$ cat src/inc/qsp_pkg.sv
package qsp_pkg;
  localparam int unsigned CLK_HZ       = 200_000_000;
  localparam int unsigned WR_HOLD_US   = 200;
  localparam int unsigned RST_HOLD_MS  = 20;
  localparam int unsigned STARTUP_MS   = 50;
  localparam int unsigned PULSE_US     = 20;
  localparam int unsigned SETUP_US     = 5;
  localparam int unsigned WR_HOLD_CYC  = WR_HOLD_US * (CLK_HZ / 1_000_000);
  localparam int unsigned RST_HOLD_CYC = RST_HOLD_MS * (CLK_HZ / 1000);
  localparam int unsigned STARTUP_CYC  = STARTUP_MS * (CLK_HZ / 1000);
  localparam int unsigned PULSE_CYC    = PULSE_US * (CLK_HZ / 1_000_000);
  localparam int unsigned SETUP_CYC    = SETUP_US * (CLK_HZ / 1_000_000);
  localparam int unsigned FILT_CYC     = 1_100_000;
  localparam int unsigned FILT_HI      = 6;
  localparam int unsigned FILT_LO      = 2;
  localparam int unsigned FILT_LEN     = 8;
  localparam int unsigned STABLE_CYC   = 200_000;
  localparam int unsigned CNT_W        = 32;

  typedef struct packed {
    logic lead;
    logic lag;
  } qsp_phase_t;

  typedef struct packed {
    logic sel_n;
    logic strobe_n;
    logic dir;
  } qsp_out_t;

  typedef enum logic [2:0] {
    QSP_HOLD  = 3'b000,
    QSP_QUIET = 3'b001,
    QSP_IDLE  = 3'b011,
    QSP_SETUP = 3'b010,
    QSP_PULSE = 3'b110,
    QSP_WRITE = 3'b111,
    QSP_TAIL  = 3'b101
  } qsp_state_t;
endpackage : qsp_pkg

$ cat src/rtl/qsp_filter.sv
`timescale 1ns/1ps
`default_nettype none
module qsp_filter #(
  parameter int unsigned SAMPLE_CYC = qsp_pkg::FILT_CYC,
  parameter int unsigned STABLE     = qsp_pkg::STABLE_CYC
) (
  input  wire logic sys_clk,
  input  wire logic rst_n,
  input  wire logic raw,
  output var  logic clean
);
  import qsp_pkg::*;

  logic [FILT_LEN-1:0] window;
  logic [CNT_W-1:0]    samp_cnt;
  logic [CNT_W-1:0]    stab_cnt;
  logic [3:0]          ones;
  logic                level;
  logic                tick;
  logic                next_level;

  // averaging window, then two-threshold compare
  always_comb begin
    ones = 4'h0;
    for (int i = 0; i < FILT_LEN; i++) begin
      ones = ones + {3'h0, window[i]};
    end
  end
  assign tick = (samp_cnt >= CNT_W'(SAMPLE_CYC / FILT_LEN));
  assign next_level = (ones >= 4'(FILT_HI)) ? 1'b1 :
                      (ones <= 4'(FILT_LO)) ? 1'b0 : level;

  always_ff @(posedge sys_clk or negedge rst_n) begin
    if (!rst_n) begin
      window   <= '1;
      samp_cnt <= '0;
      stab_cnt <= '0;
      level    <= 1'b1;
      clean    <= 1'b1;
    end else begin
      samp_cnt <= tick ? '0 : samp_cnt + 1'b1;
      if (tick) begin
        window <= {window[FILT_LEN-2:0], raw};
        level  <= next_level;
      end
      // stability timer
      if (level == clean) begin
        stab_cnt <= '0;
      end else if (stab_cnt >= CNT_W'(STABLE)) begin
        clean    <= level;
        stab_cnt <= '0;
      end else begin
        stab_cnt <= stab_cnt + 1'b1;
      end
    end
  end
endmodule : qsp_filter
`default_nettype wire

$ cat src/rtl/qsp_step_gen.sv
`timescale 1ns/1ps
`default_nettype none
module qsp_step_gen #(
  parameter int unsigned RST_HOLD  = qsp_pkg::RST_HOLD_CYC,
  parameter int unsigned STARTUP   = qsp_pkg::STARTUP_CYC,
  parameter int unsigned WR_HOLD   = qsp_pkg::WR_HOLD_CYC,
  parameter int unsigned FILT_SAMP = qsp_pkg::FILT_CYC,
  parameter int unsigned STABLE    = qsp_pkg::STABLE_CYC
) (
  input  wire logic              sys_clk,
  input  wire logic              rst_n,
  input  wire qsp_pkg::qsp_phase_t phase_raw,
  input  wire logic              wr_en,
  output var  qsp_pkg::qsp_out_t out,
  output var  logic              out_oe,
  output var  logic              busy
);
  import qsp_pkg::*;

  qsp_phase_t       ph;
  qsp_phase_t       ph_prev;
  qsp_state_t       state;
  logic [CNT_W-1:0] cnt;
  logic             wr_lat;
  logic [1:0]       last_src;
  logic             lead_chg;
  logic             lag_chg;
  logic             up_evt;
  logic             dn_evt;
  logic             step_req;
  logic             cnt_done;
  logic [CNT_W-1:0] limit;

  qsp_filter #(.SAMPLE_CYC(FILT_SAMP), .STABLE(STABLE)) u_flt_lead (
    .sys_clk (sys_clk),
    .rst_n   (rst_n),
    .raw     (phase_raw.lead),
    .clean   (ph.lead)
  );
  qsp_filter #(.SAMPLE_CYC(FILT_SAMP), .STABLE(STABLE)) u_flt_lag (
    .sys_clk (sys_clk),
    .rst_n   (rst_n),
    .raw     (phase_raw.lag),
    .clean   (ph.lag)
  );

  // last_src: 01 lead changed last, 10 lag changed last, 00 none
  assign lead_chg = ph.lead != ph_prev.lead;
  assign lag_chg  = ph.lag != ph_prev.lag;
  assign up_evt   = lag_chg && !lead_chg && last_src == 2'h1;
  assign dn_evt   = lead_chg && !lag_chg && last_src == 2'h2;
  assign step_req = up_evt || dn_evt;
  assign busy     = state inside {QSP_SETUP, QSP_PULSE, QSP_WRITE, QSP_TAIL};

  always_comb begin
    unique case (state)
      QSP_HOLD:  limit = CNT_W'(RST_HOLD);
      QSP_QUIET: limit = CNT_W'(STARTUP);
      QSP_SETUP: limit = CNT_W'(SETUP_CYC);
      // write sequence stretches the strobe to the write hold time
      QSP_PULSE: limit = wr_lat ? CNT_W'(WR_HOLD) : CNT_W'(PULSE_CYC);
      QSP_WRITE: limit = CNT_W'(WR_HOLD);
      QSP_TAIL:  limit = CNT_W'(SETUP_CYC);
      default:   limit = '0;
    endcase
  end
  assign cnt_done = (cnt >= limit - 1'b1);

  always_ff @(posedge sys_clk or negedge rst_n) begin
    if (!rst_n) begin
      ph_prev  <= '1;
      last_src <= 2'h0;
    end else begin
      ph_prev <= ph;
      // a second change on the same phase keeps the same source: wiggle
      if (lead_chg && lag_chg) begin
        last_src <= 2'h0;
      end else if (up_evt || dn_evt) begin
        last_src <= 2'h0;
      end else if (lead_chg) begin
        last_src <= 2'h1;
      end else if (lag_chg) begin
        last_src <= 2'h2;
      end
    end
  end

  always_ff @(posedge sys_clk or negedge rst_n) begin
    if (!rst_n) begin
      state  <= QSP_HOLD;
      cnt    <= '0;
      out    <= '{sel_n: 1'b1, strobe_n: 1'b1, dir: 1'b1};
      out_oe <= 1'b0;
      wr_lat <= 1'b0;
    end else begin
      cnt <= cnt_done ? '0 : cnt + 1'b1;
      unique case (state)
        QSP_HOLD: if (cnt_done) begin
          state  <= QSP_QUIET;
          out_oe <= 1'b1;
        end
        QSP_QUIET: if (cnt_done) state <= QSP_IDLE;
        QSP_IDLE: begin
          cnt <= '0;
          if (step_req) begin
            out.dir <= up_evt;
            wr_lat  <= wr_en;
            state   <= QSP_SETUP;
          end
        end
        QSP_SETUP: if (cnt_done) begin
          out.sel_n    <= 1'b0;
          out.strobe_n <= 1'b0;
          state        <= QSP_PULSE;
        end
        QSP_PULSE: if (cnt_done) begin
          out.strobe_n <= 1'b1;
          state        <= wr_lat ? QSP_WRITE : QSP_TAIL;
        end
        QSP_WRITE: if (cnt_done) state <= QSP_TAIL;
        QSP_TAIL: if (cnt_done) begin
          out.sel_n <= 1'b1;
          state     <= QSP_IDLE;
        end
        default: state <= QSP_HOLD;
      endcase
    end
  end
endmodule : qsp_step_gen
`default_nettype wire

$ cat config.mk
export PLATFORM = sky130hd
export DESIGN_NAME = qsp_step_gen
export DESIGN_NICKNAME = d
export VERILOG_FILES = /design/src/inc/qsp_pkg.sv /design/src/rtl/qsp_filter.sv /design/src/rtl/qsp_step_gen.sv
export SDC_FILE = /design/constraint.sdc
export NUM_CORES = 1
export LEC_CHECK = 0
export BUFFER_PORTS_ARGS = -buffer_cell sky130_fd_sc_hd__buf_2
export CAP_MARGIN = 15
export CORE_MARGIN = 8
export CORE_UTILIZATION = 35
export DETAILED_ROUTE_END_ITERATION = 7
export HOLD_SLACK_MARGIN = 0.03
export PLACE_DENSITY_LB_ADDON = 0.08
export SLEW_MARGIN = 20
export SYNTH_ARGS = -nofsm -noshare
export SYNTH_HDL_FRONTEND = slang
export SYNTH_HIERARCHICAL = 1
export SYNTH_SLANG_ARGS = --single-unit
$ cat constraint.sdc
create_clock -name sys_clk -period 4.2 [get_ports sys_clk]
set_clock_uncertainty 0.1 [all_clocks]
set_input_delay 0.21 -clock sys_clk [delete_from_list [all_inputs] [get_ports sys_clk]]
set_output_delay 0.21 -clock sys_clk [all_outputs]
set_load 0.01 [all_outputs]
[Yosys cells after proc, flatten, opt, wreduce, memory -nomap -nowiden]
Cells that the tools add are included.
Cells by class
  bitwise gates (word level): 2
  equality and inequality tests: 19
  add/subtract/negate cells: 20
  reduce and logical (&&, ||, !) cells: 26
  multiplexer cells: 30
  magnitude comparators: 9
Operator list (count)
  $mux W32: 8
  $add A32 B1 Y32 const B: 5
  $ge A32 B18 Y1 const B: 4
  $pmux W24 S5: 1
  $add A4 B1 Y4: 12
  $ge A32 B32 Y1: 1
  $sub A32 B1 Y32 const B: 1
  $mux W3: 6
  $pmux W3 S6: 1
  $mux W16: 1
  $mux W2: 6
  $ne A2 B2 Y1 const B: 6
  $reduce_and A2 Y1: 6
  $eq A3 B3 Y1 const B: 3
  $ge A4 B3 Y1 const B: 2
  $le A4 B2 Y1 const B: 2
  $reduce_bool A2 Y1: 4
  $reduce_bool A4 Y1: 2
  $eq A3 B2 Y1 const B: 2
  $reduce_and A3 Y1: 2
  $reduce_and A6 Y1: 1
  $logic_and A1 B1 Y1: 5
  $mux W1: 5
  $add A1 B1 Y2: 2
  other kinds (12): 18
Storage, ports and cells
  input bits: 5
  word-level logic and storage cells: 126
  register bits after elaboration: 192

[Logic depth before layout (Yosys ltp)]
Gate-level depths: netlist of the first run.
  depth in word-level cells: 10
  gate-level depth with buffers: 17
  mapped depth without buffers: 14

[Cells and area by module]
Netlist of the first run, hierarchy kept.
By module, submodules not included
  qsp_filter: cells an instance 283, sequential area each 1864.3 um2, area each 3274.4 um2, times used 2
  qsp_step_gen: cells an instance 324, sequential area each 1107.3 um2, area each 2957.8 um2, times used 1

[Worst setup path after synthesis of the first run]
OpenSTA, ideal clock, no wires.
  path type: register -> register
  start point: reg u_flt_lag.window[0]
  end point: reg u_flt_lag.level
  arrival time: 3257 ps
  stages on the path, launching flop included: 11
  setup slack: 766 ps
  setup time: 77 ps
  buffers on the path: 0
  cells stage by stage: dfstp_2 -> inv_1 -> fa_1 -> fa_1 -> fa_1 -> inv_1 -> ha_1 -> fa_1 -> a221oi_1 -> mux2i_1 -> a21bo_1
Between the ends
  longest elaborated chain between the ends: 10
  elaborated cells between the ends (all ways): 12
RTL lines
  start: declaration: RTL line qsp_filter.sv:14  | logic [FILT_LEN-1:0] window;
  start signal: assignment: RTL line qsp_filter.sv:43  | window <= {window[FILT_LEN-2:0], raw};
  $add A1 B1 Y2 (*): RTL line qsp_filter.sv:26  | ones = ones + {3'h0, window[i]};
  $add A4 B1 Y4 (*) (6 in a row): RTL line qsp_filter.sv:26
  $le A4 B2 Y1 or $ge A4 B3 Y1 (tied branches): RTL line qsp_filter.sv:31, qsp_filter.sv:30
  $reduce_bool A2 Y1 (no line)
  $reduce_and A2 Y1 (no line)
  end signal: assignment: RTL line qsp_filter.sv:44  | level <= next_level;
  end: declaration: RTL line qsp_filter.sv:18  | logic level;
Every way passes the cells marked *; elsewhere a longest branch is shown, timed or not.
A chain may end at the register's enable or synchronous reset.

[Worst setup path in the final report of the first run]
  start point: reg state[2]
  end point: reg cnt[5]
Between the ends
  longest elaborated chain between the ends: 7
  elaborated cells between the ends (all ways): 13
RTL lines
  start: declaration: RTL line qsp_step_gen.sv:22  | qsp_state_t state;
  start signal: assignment: RTL line qsp_step_gen.sv:118  | state <= wr_lat ? QSP_WRITE : QSP_TAIL;
  $eq A3 B2 Y1 or $eq A3 B3 Y1 (tied branches): RTL line qsp_step_gen.sv:56  | unique case (state)
  $reduce_or A2 Y1 (no line)
  $pmux W24 S5: RTL line qsp_step_gen.sv:56
  $sub A32 B1 Y32: RTL line qsp_step_gen.sv:67  | assign cnt_done = (cnt >= limit - 1'b1);
  $ge A32 B32 Y1: RTL line qsp_step_gen.sv:67
  $mux W32: RTL line qsp_step_gen.sv:96  | cnt <= cnt_done ? '0 : cnt + 1'b1;
  $mux W32 (*): RTL line qsp_step_gen.sv:97  | unique case (state)
  end signal: assignment: RTL line qsp_step_gen.sv:96
  end: declaration: RTL line qsp_step_gen.sv:23  | logic [CNT_W-1:0] cnt;
Marks and branches as above.

==> report_table.html, run 1 <==
<table>
<tr><th>Metric</th><th>Value</th></tr>
<tr><th colspan="2">Run status</th></tr>
<tr><td>Status</td><td>finished, final reports clean</td></tr>
<tr><th colspan="2">Pwr</th></tr>
<tr><td>Clk pwr share</td><td>42.6%</td></tr>
<tr><td>Static power due to leakage</td><td>4.71 nW</td></tr>
<tr><td>Power density over cell area</td><td>373 nW/um^2</td></tr>
<tr><td>NetSw</td><td>slightly below 1 mW</td></tr>
<tr><td>Post-layout total power</td><td>between 4 and 5 mW</td></tr>
<tr><td>Largest voltage drop on the vdd net</td><td>between 200 and 250 uV</td></tr>
<tr><td>Register share of total power</td><td>approximately half</td></tr>
<tr><td>Comb pwr share</td><td>roughly 7.8%</td></tr>
<tr><td>Internal Power</td><td>about 3.1 mW</td></tr>
<tr><td>Sw Share</td><td>24.4%</td></tr>
<tr><th colspan="2">Logic synthesis</th></tr>
<tr><td>Cells after Synth</td><td>approximately 900</td></tr>
<tr><td>Share of the yosys chip area belonging to registers</td><td>between 50% and 60%</td></tr>
<tr><td>Synthesized cell area</td><td>between 9000 and 10,000 um^2</td></tr>
<tr><td>Yosys warnings</td><td>6</td></tr>
<tr><td>Number of synthesized register bits</td><td>between 150 and 200</td></tr>
<tr><td>Number of enable flip-flop cells after synthesis</td><td>0</td></tr>
<tr><td>Mapped Avg Cell Area</td><td>between 10 and 15 um^2</td></tr>
<tr><td>Post-synthesis async set-or-reset flop share</td><td>100%</td></tr>
<tr><td>Flip-flop cell with the highest count after synthesis</td><td>sky130_fd_sc_hd__dfrtp_1</td></tr>
<tr><td>Distinct cell type count of the synthesized netlist</td><td>66</td></tr>
<tr><th colspan="2">Route</th></tr>
<tr><td>Routed via count divided by cell count</td><td>4.80</td></tr>
<tr><td>Final ANT Viol Nets</td><td>0</td></tr>
<tr><td>Total length of routed wires</td><td>around 18,000 um</td></tr>
<tr><td>DR DRC count</td><td>0</td></tr>
<tr><td>Total number of vias</td><td>6,320</td></tr>
<tr><td>Number of detailed-routing iterations run before antenna repair</td><td>4</td></tr>
<tr><td>WL/cell</td><td>between 10 and 15 um</td></tr>
<tr><td>Initial DRC Count</td><td>337</td></tr>
<tr><th colspan="2">Place</th></tr>
<tr><td>Routability congestion estimate from global placement</td><td>0.755</td></tr>
<tr><td># port buffers</td><td>9</td></tr>
<tr><td>Half-perimeter wire length after detailed placement</td><td>about 12,000 um</td></tr>
<tr><th colspan="2">Critical path</th></tr>
<tr><td>Worst-case reg-to-reg path depth</td><td>13</td></tr>
<tr><td>Critical path class</td><td>reg -&gt; reg</td></tr>
<tr><td>Slowest cell on the critical path</td><td>sky130_fd_sc_hd__nor4_1</td></tr>
<tr><td>Worst path required time</td><td>approximately 4.4 ns</td></tr>
<tr><td>Maximum net fanout on the critical path</td><td>18</td></tr>
<tr><td>Crit path DAT</td><td>just under 4 ns</td></tr>
<tr><td>Reg2reg setup slack</td><td>approximately 0.44 ns</td></tr>
<tr><td>Cell chain of the critical path</td><td>nand2b_1 -&gt; or2_0 -&gt; a21boi_0 -&gt; ha_1 -&gt; o21ai_0 -&gt; ha_1 -&gt; nand4_1 -&gt; nor4_1 -&gt; nand2_1 -&gt; a21o_1 -&gt; nand3_4 -&gt; buf_12 -&gt; nor2_1</td></tr>
<tr><td>Critical path capture point type</td><td>flop</td></tr>
<tr><td>Startpoint type of the worst setup path</td><td>flop</td></tr>
<tr><td>Most common cell on crit path</td><td>sky130_fd_sc_hd__ha_1</td></tr>
<tr><td>Longest individual stage delay on the worst path</td><td>0.47 ns</td></tr>
<tr><th colspan="2">STA</th></tr>
<tr><td>Minimum period implied by the final worst setup slack</td><td>between 3 and 4 ns</td></tr>
<tr><td>Fin. max-slew vios</td><td>0</td></tr>
<tr><td>RSZ-0062 raised after global routing</td><td>false</td></tr>
<tr><td>Setup TNS</td><td>0 ns</td></tr>
<tr><td>Final period util</td><td>between 80% and 90%</td></tr>
<tr><td>Max transition margin</td><td>roughly two fifths</td></tr>
<tr><td>Max Freq</td><td>roughly 270 MHz</td></tr>
<tr><td>Final hold vios</td><td>0</td></tr>
<tr><td>Transition time of the tightest slew-check pin</td><td>0.902 ns</td></tr>
<tr><td>Setup-violating endpoint count in the final report</td><td>0</td></tr>
<tr><th colspan="2">Floorplanning</th></tr>
<tr><td>CORE AREA</td><td>~27,000 um^2</td></tr>
<tr><td>Initial cell density of the core</td><td>a little over a third</td></tr>
<tr><td>Die height</td><td>between 150 and 200 um</td></tr>
<tr><td>Die area</td><td>about 33,000 um^2</td></tr>
<tr><td>Placement Rows</td><td>60</td></tr>
<tr><td>Width of the chip</td><td>approximately 180 um</td></tr>
<tr><td>Number of ports placed on the die boundary</td><td>10</td></tr>
<tr><th colspan="2">Clock network</th></tr>
<tr><td>CTS H-Tree Depth</td><td>4</td></tr>
<tr><td>Clock tree from TritonCTS</td><td>yes</td></tr>
<tr><td>Clock-pin slew of the registers on the worst-case setup and hold paths</td><td>approximately 0.07 ns</td></tr>
<tr><td>Buffers inserted during post-CTS setup optimization</td><td>0</td></tr>
<tr><td>Buffer levels on the longest clock path</td><td>2</td></tr>
<tr><td>Library cell used as clock root buffer</td><td>sky130_fd_sc_hd__clkbuf_16</td></tr>
<tr><td>Number of buffers added by the clock tree synthesis step</td><td>17</td></tr>
<tr><td>Number of sinks on the clock net</td><td>about 190</td></tr>
<tr><td>Clock latency on the worst-skew pair</td><td>0.43 ns</td></tr>
<tr><th colspan="2">Global routing</th></tr>
<tr><td>GR Overflow Total</td><td>0</td></tr>
<tr><td>Via count of the first global-routing pass</td><td>6,336</td></tr>
<tr><td>Overall global routing resource usage</td><td>a little under an eighth</td></tr>
<tr><td>Maximum number of pins on one net before global-route repair</td><td>107</td></tr>
<tr><td>Wire length of the first global-routing pass</td><td>31,800 um</td></tr>
<tr><td>Initial antenna violation count</td><td>0</td></tr>
<tr><th colspan="2">Layout</th></tr>
<tr><td>Net count of the finished layout</td><td>around 1,000</td></tr>
<tr><td>Fill cells</td><td>around 2,600</td></tr>
<tr><td>Layout overhead on the synthesized area</td><td>14.0%</td></tr>
<tr><td>Area used by sequential logic in the layout</td><td>between 4000 and 5000 um^2</td></tr>
<tr><td>Antenna Cells</td><td>0</td></tr>
<tr><td>Combined area of the multi-input logic cells</td><td>roughly 4600 um^2</td></tr>
<tr><td>Share of post-route cells with drive strength above 1</td><td>~11%</td></tr>
<tr><th colspan="2">Worst hold path</th></tr>
<tr><td>Hold Crit Class</td><td>reg -&gt; reg</td></tr>
<tr><td>Count of cells along the worst hold path</td><td>0</td></tr>
<tr><th colspan="2">Job</th></tr>
<tr><td>Reported max-cap violation count</td><td>0</td></tr>
</table>
-- placed cells by master, fill, tap and decap left out, types with 17 or more instances in the layout --
| master | instances |
|---|---|
| sky130_fd_sc_hd__ha_1 | 45 |
| sky130_fd_sc_hd__nand3_1 | 45 |
| sky130_fd_sc_hd__dfrtp_1 | 167 |
| sky130_fd_sc_hd__and3_1 | 18 |
| sky130_fd_sc_hd__nand4_1 | 24 |
| sky130_fd_sc_hd__inv_1 | 54 |
| sky130_fd_sc_hd__nor4_1 | 21 |
| sky130_fd_sc_hd__dfstp_2 | 25 |
| sky130_fd_sc_hd__clkbuf_16 | 17 |
| sky130_fd_sc_hd__nor3_1 | 42 |
| sky130_fd_sc_hd__a21oi_1 | 21 |
| sky130_fd_sc_hd__nor2_1 | 97 |
| sky130_fd_sc_hd__nand2_1 | 45 |
| sky130_fd_sc_hd__o21ai_0 | 23 |
| sky130_fd_sc_hd__xnor2_1 | 38 |
| sky130_fd_sc_hd__conb_1 | 56 |
| sky130_fd_sc_hd__xor2_1 | 49 |
-- registers in the layout, summed over array words and instances (netlist names), 8 cells and up --
name,cells
u_flt_lag/samp_cnt,32
u_flt_lead/stab_cnt,32
u_flt_lag/window,8
u_flt_lead/window,8
u_flt_lag/stab_cnt,32
u_flt_lead/samp_cnt,32
cnt,32
-- cell type report --
cell class	instances	area share (%)
timing repair buffer	22	1.72
sequential	192	44.6
multi-input combinational	676	42.1
inverter	54	1.87
clock buffer	20	4.12
tap	341	3.94
clock inverter	12	1.58
-- final timing paths --
check / startpoint / end
worst max register to register: state[2] / cnt[5]
max in group asynchronous: rst_n / ph_prev[0]
worst min register to register: u_flt_lead/clean / ph_prev[1]
worst min-delay path: u_flt_lead/clean / ph_prev[1]
worst max-delay path: state[2] / cnt[5]
min in group asynchronous: rst_n / u_flt_lead/stab_cnt[2]
-- layer usage --
layer  wire length, um  share of wire [%]  vias to the layer above  GRT usage, %
met4               335                1.9                        0          4.40
met3               381                2.1                       21          2.41
met1              9340                 52                     3031          16.2
li1                  -                  -                     3216             -
met5                 0                  0                        -             0
met2              7900                 44                       52          17.6
-- logic make-up (layout without fill, tap and decap cells) --
kind of cell | count (synthesis) | count (layout) | share of synthesized area (%)
mux | 20 | 20 | 2.21
simple gates | 353 | 353 | 20.3
compound gates | 107 | 107 | 7.54
xor+xnor | 87 | 87 | 8.02
buf+inv | 76 | 108 | 3.34
flops | 192 | 192 | 50.9
other cells | 2 | 56 | 0.0790
fa+ha+maj | 53 | 53 | 7.61
-- synthesized netlist by cell type (3+ instances only) --
cell type / n / share of area, %
sky130_fd_sc_hd__a211o_1: 3 / 0.28
sky130_fd_sc_hd__a211oi_1: 9 / 0.71
sky130_fd_sc_hd__a21boi_0: 6 / 0.47
sky130_fd_sc_hd__a21o_1: 4 / 0.32
sky130_fd_sc_hd__a21oi_1: 21 / 1.1
sky130_fd_sc_hd__a21oi_2: 3 / 0.28
sky130_fd_sc_hd__a221oi_1: 3 / 0.28
sky130_fd_sc_hd__and3_1: 18 / 1.2
sky130_fd_sc_hd__and4_1: 11 / 1.0
sky130_fd_sc_hd__buf_6: 3 / 0.36
sky130_fd_sc_hd__clkbuf_1: 14 / 0.55
sky130_fd_sc_hd__dfrtp_1: 167 / 44
sky130_fd_sc_hd__dfstp_2: 25 / 6.9
sky130_fd_sc_hd__fa_1: 8 / 1.7
sky130_fd_sc_hd__ha_1: 45 / 5.9
sky130_fd_sc_hd__inv_1: 54 / 2.1
sky130_fd_sc_hd__mux2_1: 6 / 0.71
sky130_fd_sc_hd__mux2i_1: 12 / 1.3
sky130_fd_sc_hd__nand2_1: 45 / 1.8
sky130_fd_sc_hd__nand2b_1: 3 / 0.20
sky130_fd_sc_hd__nand3_1: 45 / 2.4
sky130_fd_sc_hd__nand3_2: 7 / 0.74
sky130_fd_sc_hd__nand4_1: 24 / 1.6
sky130_fd_sc_hd__nor2_1: 97 / 3.8
sky130_fd_sc_hd__nor3_1: 42 / 2.2
sky130_fd_sc_hd__nor4_1: 21 / 1.4
sky130_fd_sc_hd__o211ai_1: 4 / 0.32
sky130_fd_sc_hd__o21a_1: 4 / 0.32
sky130_fd_sc_hd__o21ai_0: 23 / 1.2
sky130_fd_sc_hd__o21ai_1: 7 / 0.37
sky130_fd_sc_hd__o21bai_1: 3 / 0.24
sky130_fd_sc_hd__o31ai_1: 3 / 0.24
sky130_fd_sc_hd__or3_1: 11 / 0.72
sky130_fd_sc_hd__or4_1: 4 / 0.32
sky130_fd_sc_hd__or4_4: 4 / 0.47
sky130_fd_sc_hd__xnor2_1: 38 / 3.5
sky130_fd_sc_hd__xor2_1: 49 / 4.5
-- power by group through the flow --
stage                     Combinational (mW)  Clock (mW)  Sequential [mW]
final                                  0.314        1.72             2.00
after global routing                   0.374        1.87             2.02
after CTS                              0.324        1.79             2.01
after detailed placement               0.319           0             2.04
after global placement                 0.314           0             2.04
after floorplan                        0.223           0             2.02
-- metrics by stage --
| step | instances | area, um^2 | util [%] | setup WS, ns | hold WS [ns] |
|---|---|---|---|---|---|
| 6_report | 1317 | 10800 | 40.4 | 0.435 | 0.294 |
| 5_1_grt | 1317 | 10800 | 40.4 | 0.0649 | 0.294 |
| 4_1_cts | 1317 | 10800 | 40.4 | 0.346 | 0.293 |
| 3_5_place_dp | 1281 | 10200 | 37.9 | 0.344 | 0.293 |
| 3_3_place_gp | 1281 | 10200 | 37.9 | 0.413 | 0.295 |
| 2_1_floorplan | 944 | 9710 | - | 0.766 | -0.186 |
-- timing repair --
action                                 CTS  global route
hold buffers                             4             0
endpoints found under the hold margin   94             0
setup endpoints to repair                0            18
gates resized for setup                  0             1
-- worst max-delay path: cells and delay by family, from the launching register on --
| family | cells | cell delay, ns |
|---|---|---|
| fa+ha+maj | 2 | 0.72 |
| buf+inv | 1 | 0.19 |
| compound gates | 3 | 0.70 |
| simple gates | 7 | 1.51 |
| flops | 1 | 0.45 |
No activity file was read; power rests on OpenSTA's default activity.
==> inputs of run 2 (changes only) <==
BUFFER_PORTS_ARGS = -buffer_cell sky130_fd_sc_hd__buf_4   (was -buffer_cell sky130_fd_sc_hd__buf_2)
==> report_table.html, run 2 (synthesis gave the netlist of run 1 again) <==
<table>
<tr><th>Metric</th><th>Value</th></tr>
<tr><th colspan="2">STA</th></tr>
<tr><td>Transition time of the tightest slew-check pin</td><td>0.918 ns (+0.0156 ns)</td></tr>
<tr><td>Max Freq</td><td>272 MHz (+2.2%)</td></tr>
<tr><td>Setup TNS</td><td>0 ns (unchanged)</td></tr>
<tr><td>Final period util</td><td>87.7% (-2.0 points)</td></tr>
<tr><td>Minimum period implied by the final worst setup slack</td><td>3.68 ns (-0.0828 ns)</td></tr>
<tr><td>RSZ-0062 raised after global routing</td><td>false</td></tr>
<tr><td>Fin. max-slew vios</td><td>0 (unchanged)</td></tr>
<tr><td>Max transition margin</td><td>38.8% (-1.0 points)</td></tr>
<tr><td>Setup-violating endpoint count in the final report</td><td>0 (unchanged)</td></tr>
<tr><td>Worst hold slack across all endpoints</td><td>0.219 ns (-0.0751 ns)</td></tr>
<tr><td>Final hold vios</td><td>0 (unchanged)</td></tr>
<tr><th colspan="2">Critical path</th></tr>
<tr><td>Startpoint of the worst register-to-register path</td><td>state[1]</td></tr>
<tr><td>Startpoint of the most critical setup path</td><td>state[1]</td></tr>
<tr><td>Crit path DAT</td><td>3.93 ns (-0.05 ns)</td></tr>
<tr><td>Critical path class</td><td>reg -&gt; reg</td></tr>
<tr><td>Startpoint type of the worst setup path</td><td>flop</td></tr>
<tr><td>Critical path capture point type</td><td>flop</td></tr>
<tr><td>Maximum net fanout on the critical path</td><td>17 (-1)</td></tr>
<tr><td>Worst path required time</td><td>4.45 ns (+0.03 ns)</td></tr>
<tr><th colspan="2">Floorplanning</th></tr>
<tr><td>Number of ports placed on the die boundary</td><td>10 (unchanged)</td></tr>
<tr><td>CORE AREA</td><td>26,800 um^2 (unchanged)</td></tr>
<tr><td>Initial cell density of the core</td><td>35.5% (unchanged)</td></tr>
<tr><td>Die area</td><td>32,700 um^2 (unchanged)</td></tr>
<tr><td>Width of the chip</td><td>181 um (unchanged)</td></tr>
<tr><td>Placement Rows</td><td>60 (unchanged)</td></tr>
<tr><td>Die height</td><td>181 um (unchanged)</td></tr>
<tr><th colspan="2">Layout</th></tr>
<tr><td>Combined area of the multi-input logic cells</td><td>4560 um^2 (-0.16%)</td></tr>
<tr><td>Share of post-route cells with drive strength above 1</td><td>10.8% (-0.17 points)</td></tr>
<tr><td>Non-filler instance count after layout</td><td>1,314 (-0.23%)</td></tr>
<tr><td>Final core utilization</td><td>40.3% (-0.14 points)</td></tr>
<tr><td>Cell area after layout</td><td>10,800 um^2 (-0.35%)</td></tr>
<tr><td>Most common library cell in the layout ignoring fill and taps</td><td>sky130_fd_sc_hd__dfrtp_1</td></tr>
<tr><td>Antenna Cells</td><td>0 (unchanged)</td></tr>
<tr><td>Net count of the finished layout</td><td>1,018 (-0.29%)</td></tr>
<tr><td>Fill cells</td><td>2,600 (-0.12%)</td></tr>
<tr><td>Top library cells by usage in the layout, fill and taps aside</td><td>167 x sky130_fd_sc_hd__dfrtp_1, 97 x sky130_fd_sc_hd__nor2_1, 56 x sky130_fd_sc_hd__conb_1</td></tr>
<tr><td>Area used by sequential logic in the layout</td><td>4840 um^2 (unchanged)</td></tr>
<tr><td>Layout overhead on the synthesized area</td><td>13.6%</td></tr>
<tr><th colspan="2">Clock network</th></tr>
<tr><td>Clock tree from TritonCTS</td><td>yes</td></tr>
<tr><td>Number of buffers added by the clock tree synthesis step</td><td>17 (unchanged)</td></tr>
<tr><td>Buffer levels on the longest clock path</td><td>2 (unchanged)</td></tr>
<tr><td>CTS H-Tree Depth</td><td>4 (unchanged)</td></tr>
<tr><td>Clock-pin slew of the registers on the worst-case setup and hold paths</td><td>0.08 ns (about the same)</td></tr>
<tr><td>Clock latency on the worst-skew pair</td><td>0.43 ns (about the same)</td></tr>
<tr><td>Library cell used as clock root buffer</td><td>sky130_fd_sc_hd__clkbuf_16</td></tr>
<tr><td>Number of sinks on the clock net</td><td>192 (unchanged)</td></tr>
<tr><th colspan="2">Global routing</th></tr>
<tr><td>Via count of the first global-routing pass</td><td>6,320 (-0.25%)</td></tr>
<tr><td>GR Overflow Total</td><td>0 (unchanged)</td></tr>
<tr><td>Maximum number of pins on one net before global-route repair</td><td>137 (+28%)</td></tr>
<tr><td>Initial antenna violation count</td><td>0 (unchanged)</td></tr>
<tr><td>Overall global routing resource usage</td><td>11.7% (about the same)</td></tr>
<tr><td>Wire length of the first global-routing pass</td><td>31,900 um (+0.32%)</td></tr>
<tr><th colspan="2">Route</th></tr>
<tr><td>DR DRC count</td><td>0 (unchanged)</td></tr>
<tr><td>Final ANT Viol Nets</td><td>0 (unchanged)</td></tr>
<tr><td>Routed via count divided by cell count</td><td>4.75 (-1.1%)</td></tr>
<tr><td>Number of detailed-routing iterations run before antenna repair</td><td>4 (unchanged)</td></tr>
<tr><td>WL/cell</td><td>13.6 um (-0.63%)</td></tr>
<tr><td>Total number of vias</td><td>6,235 (-1.3%)</td></tr>
<tr><td>Total length of routed wires</td><td>17,800 um (-0.86%)</td></tr>
<tr><td>Initial DRC Count</td><td>359 (+6.5%)</td></tr>
<tr><th colspan="2">Place</th></tr>
<tr><td>Half-perimeter wire length after detailed placement</td><td>12,000 um (-0.98%)</td></tr>
<tr><td>Area post-placement</td><td>10,200 um^2 (-0.15%)</td></tr>
<tr><td>Number of cells in the design after placement</td><td>1,278 (-0.23%)</td></tr>
<tr><td># port buffers</td><td>9 (unchanged)</td></tr>
<tr><td>Routability congestion estimate from global placement</td><td>0.757 (+0.21%)</td></tr>
<tr><th colspan="2">Pwr</th></tr>
<tr><td>Static power due to leakage</td><td>4.69 nW (-0.57%)</td></tr>
<tr><td>Power density over cell area</td><td>369 nW/um^2 (-0.92%)</td></tr>
<tr><td>Largest voltage drop on the vdd net</td><td>272 uV (+9.7%)</td></tr>
<tr><th colspan="2">Job</th></tr>
<tr><td>Reported max-cap violation count</td><td>0 (unchanged)</td></tr>
<tr><th colspan="2">Run status</th></tr>
<tr><td>Status</td><td>finished, final reports clean</td></tr>
<tr><th colspan="2">Worst hold path</th></tr>
<tr><td>Hold Crit Class</td><td>in -&gt; async</td></tr>
</table>
run 2: worst max-delay path, cell delays in order, from the launching register on:
cell	delay, ns
sky130_fd_sc_hd__dfrtp_1	0.54
sky130_fd_sc_hd__nand2b_1	0.20
sky130_fd_sc_hd__or2_0	0.27
sky130_fd_sc_hd__a21boi_0	0.22
sky130_fd_sc_hd__ha_1	0.35
sky130_fd_sc_hd__o21ai_0	0.12
sky130_fd_sc_hd__nand2_1	0.09
sky130_fd_sc_hd__o211ai_1	0.10
sky130_fd_sc_hd__ha_1	0.29
sky130_fd_sc_hd__nand2_1	0.08
sky130_fd_sc_hd__o21ai_0	0.09
sky130_fd_sc_hd__a221oi_1	0.46
sky130_fd_sc_hd__a21o_1	0.26
sky130_fd_sc_hd__nand3_2	0.10
sky130_fd_sc_hd__buf_4	0.22
sky130_fd_sc_hd__nor2_1	0.13
run 2: stage by stage:
| step | total power, mW | setup slack [ns] |
|---|---|---|
| after CTS | 4.07 | 0.501 |
| final | 3.99 | 0.518 |
| after floorplan | 2.25 | 0.766 |
| after global routing | 4.20 | 0.112 |
| after detailed placement | 2.36 | 0.506 |
| after global placement | 2.36 | 0.594 |
run 2: power by group:
part	internal (mW)	total (mW)	switching, mW	leakage, nW
Sequential	1.95	2.00	0.0528	2.45
Combinational	0.132	0.310	0.178	1.95
Clock	0.925	1.67	0.748	0.286
Total	3.01	3.99	0.979	4.69
run 2: path summary, 6_finish.rpt:
path / endpoint / cells after the start / slack [ns]
worst max-delay path: cnt[25] / 15 / 0.52
worst min-delay path: u_flt_lead/samp_cnt[9] / 2 / 0.22
worst max register to register: cnt[25] / 15 / 0.52
worst min register to register: ph_prev[1] / 0 / 0.30
max in group asynchronous: cnt[0] / 3 / 2.69
min in group sys_clk: ph_prev[1] / 0 / 0.30
run 2: metal layers:
metal / routed length, um / share of wire, % / track usage, % / up-vias
met5: 0 / 0 / 0 / -
li1: - / - / - / 3205
met2: 7950 / 45 / 18.1 / 34
met3: 376 / 2.1 / 2.57 / 15
met4: 165 / 0.93 / 3.54 / 0
met1: 9310 / 52 / 16.0 / 2981
run 2: repair_timing:
| item | 4_1_cts | 5_1_grt |
|---|---|---|
| hold buffers | 4 | 0 |
| setup endpoints to repair | 0 | 0 |
| buffers inserted | 0 | 0 |
| hold endpoints to repair | 59 | 0 |
| resized for setup | 0 | 0 |
run 2: cell type report:
class	instances	share of cell area [%]
sequential	192	44.8
tap	341	3.95
clock buffer	20	4.23
inverter	54	1.88
clock inverter	12	1.36
multi-input combinational	676	42.2
timing repair buffer	19	1.59
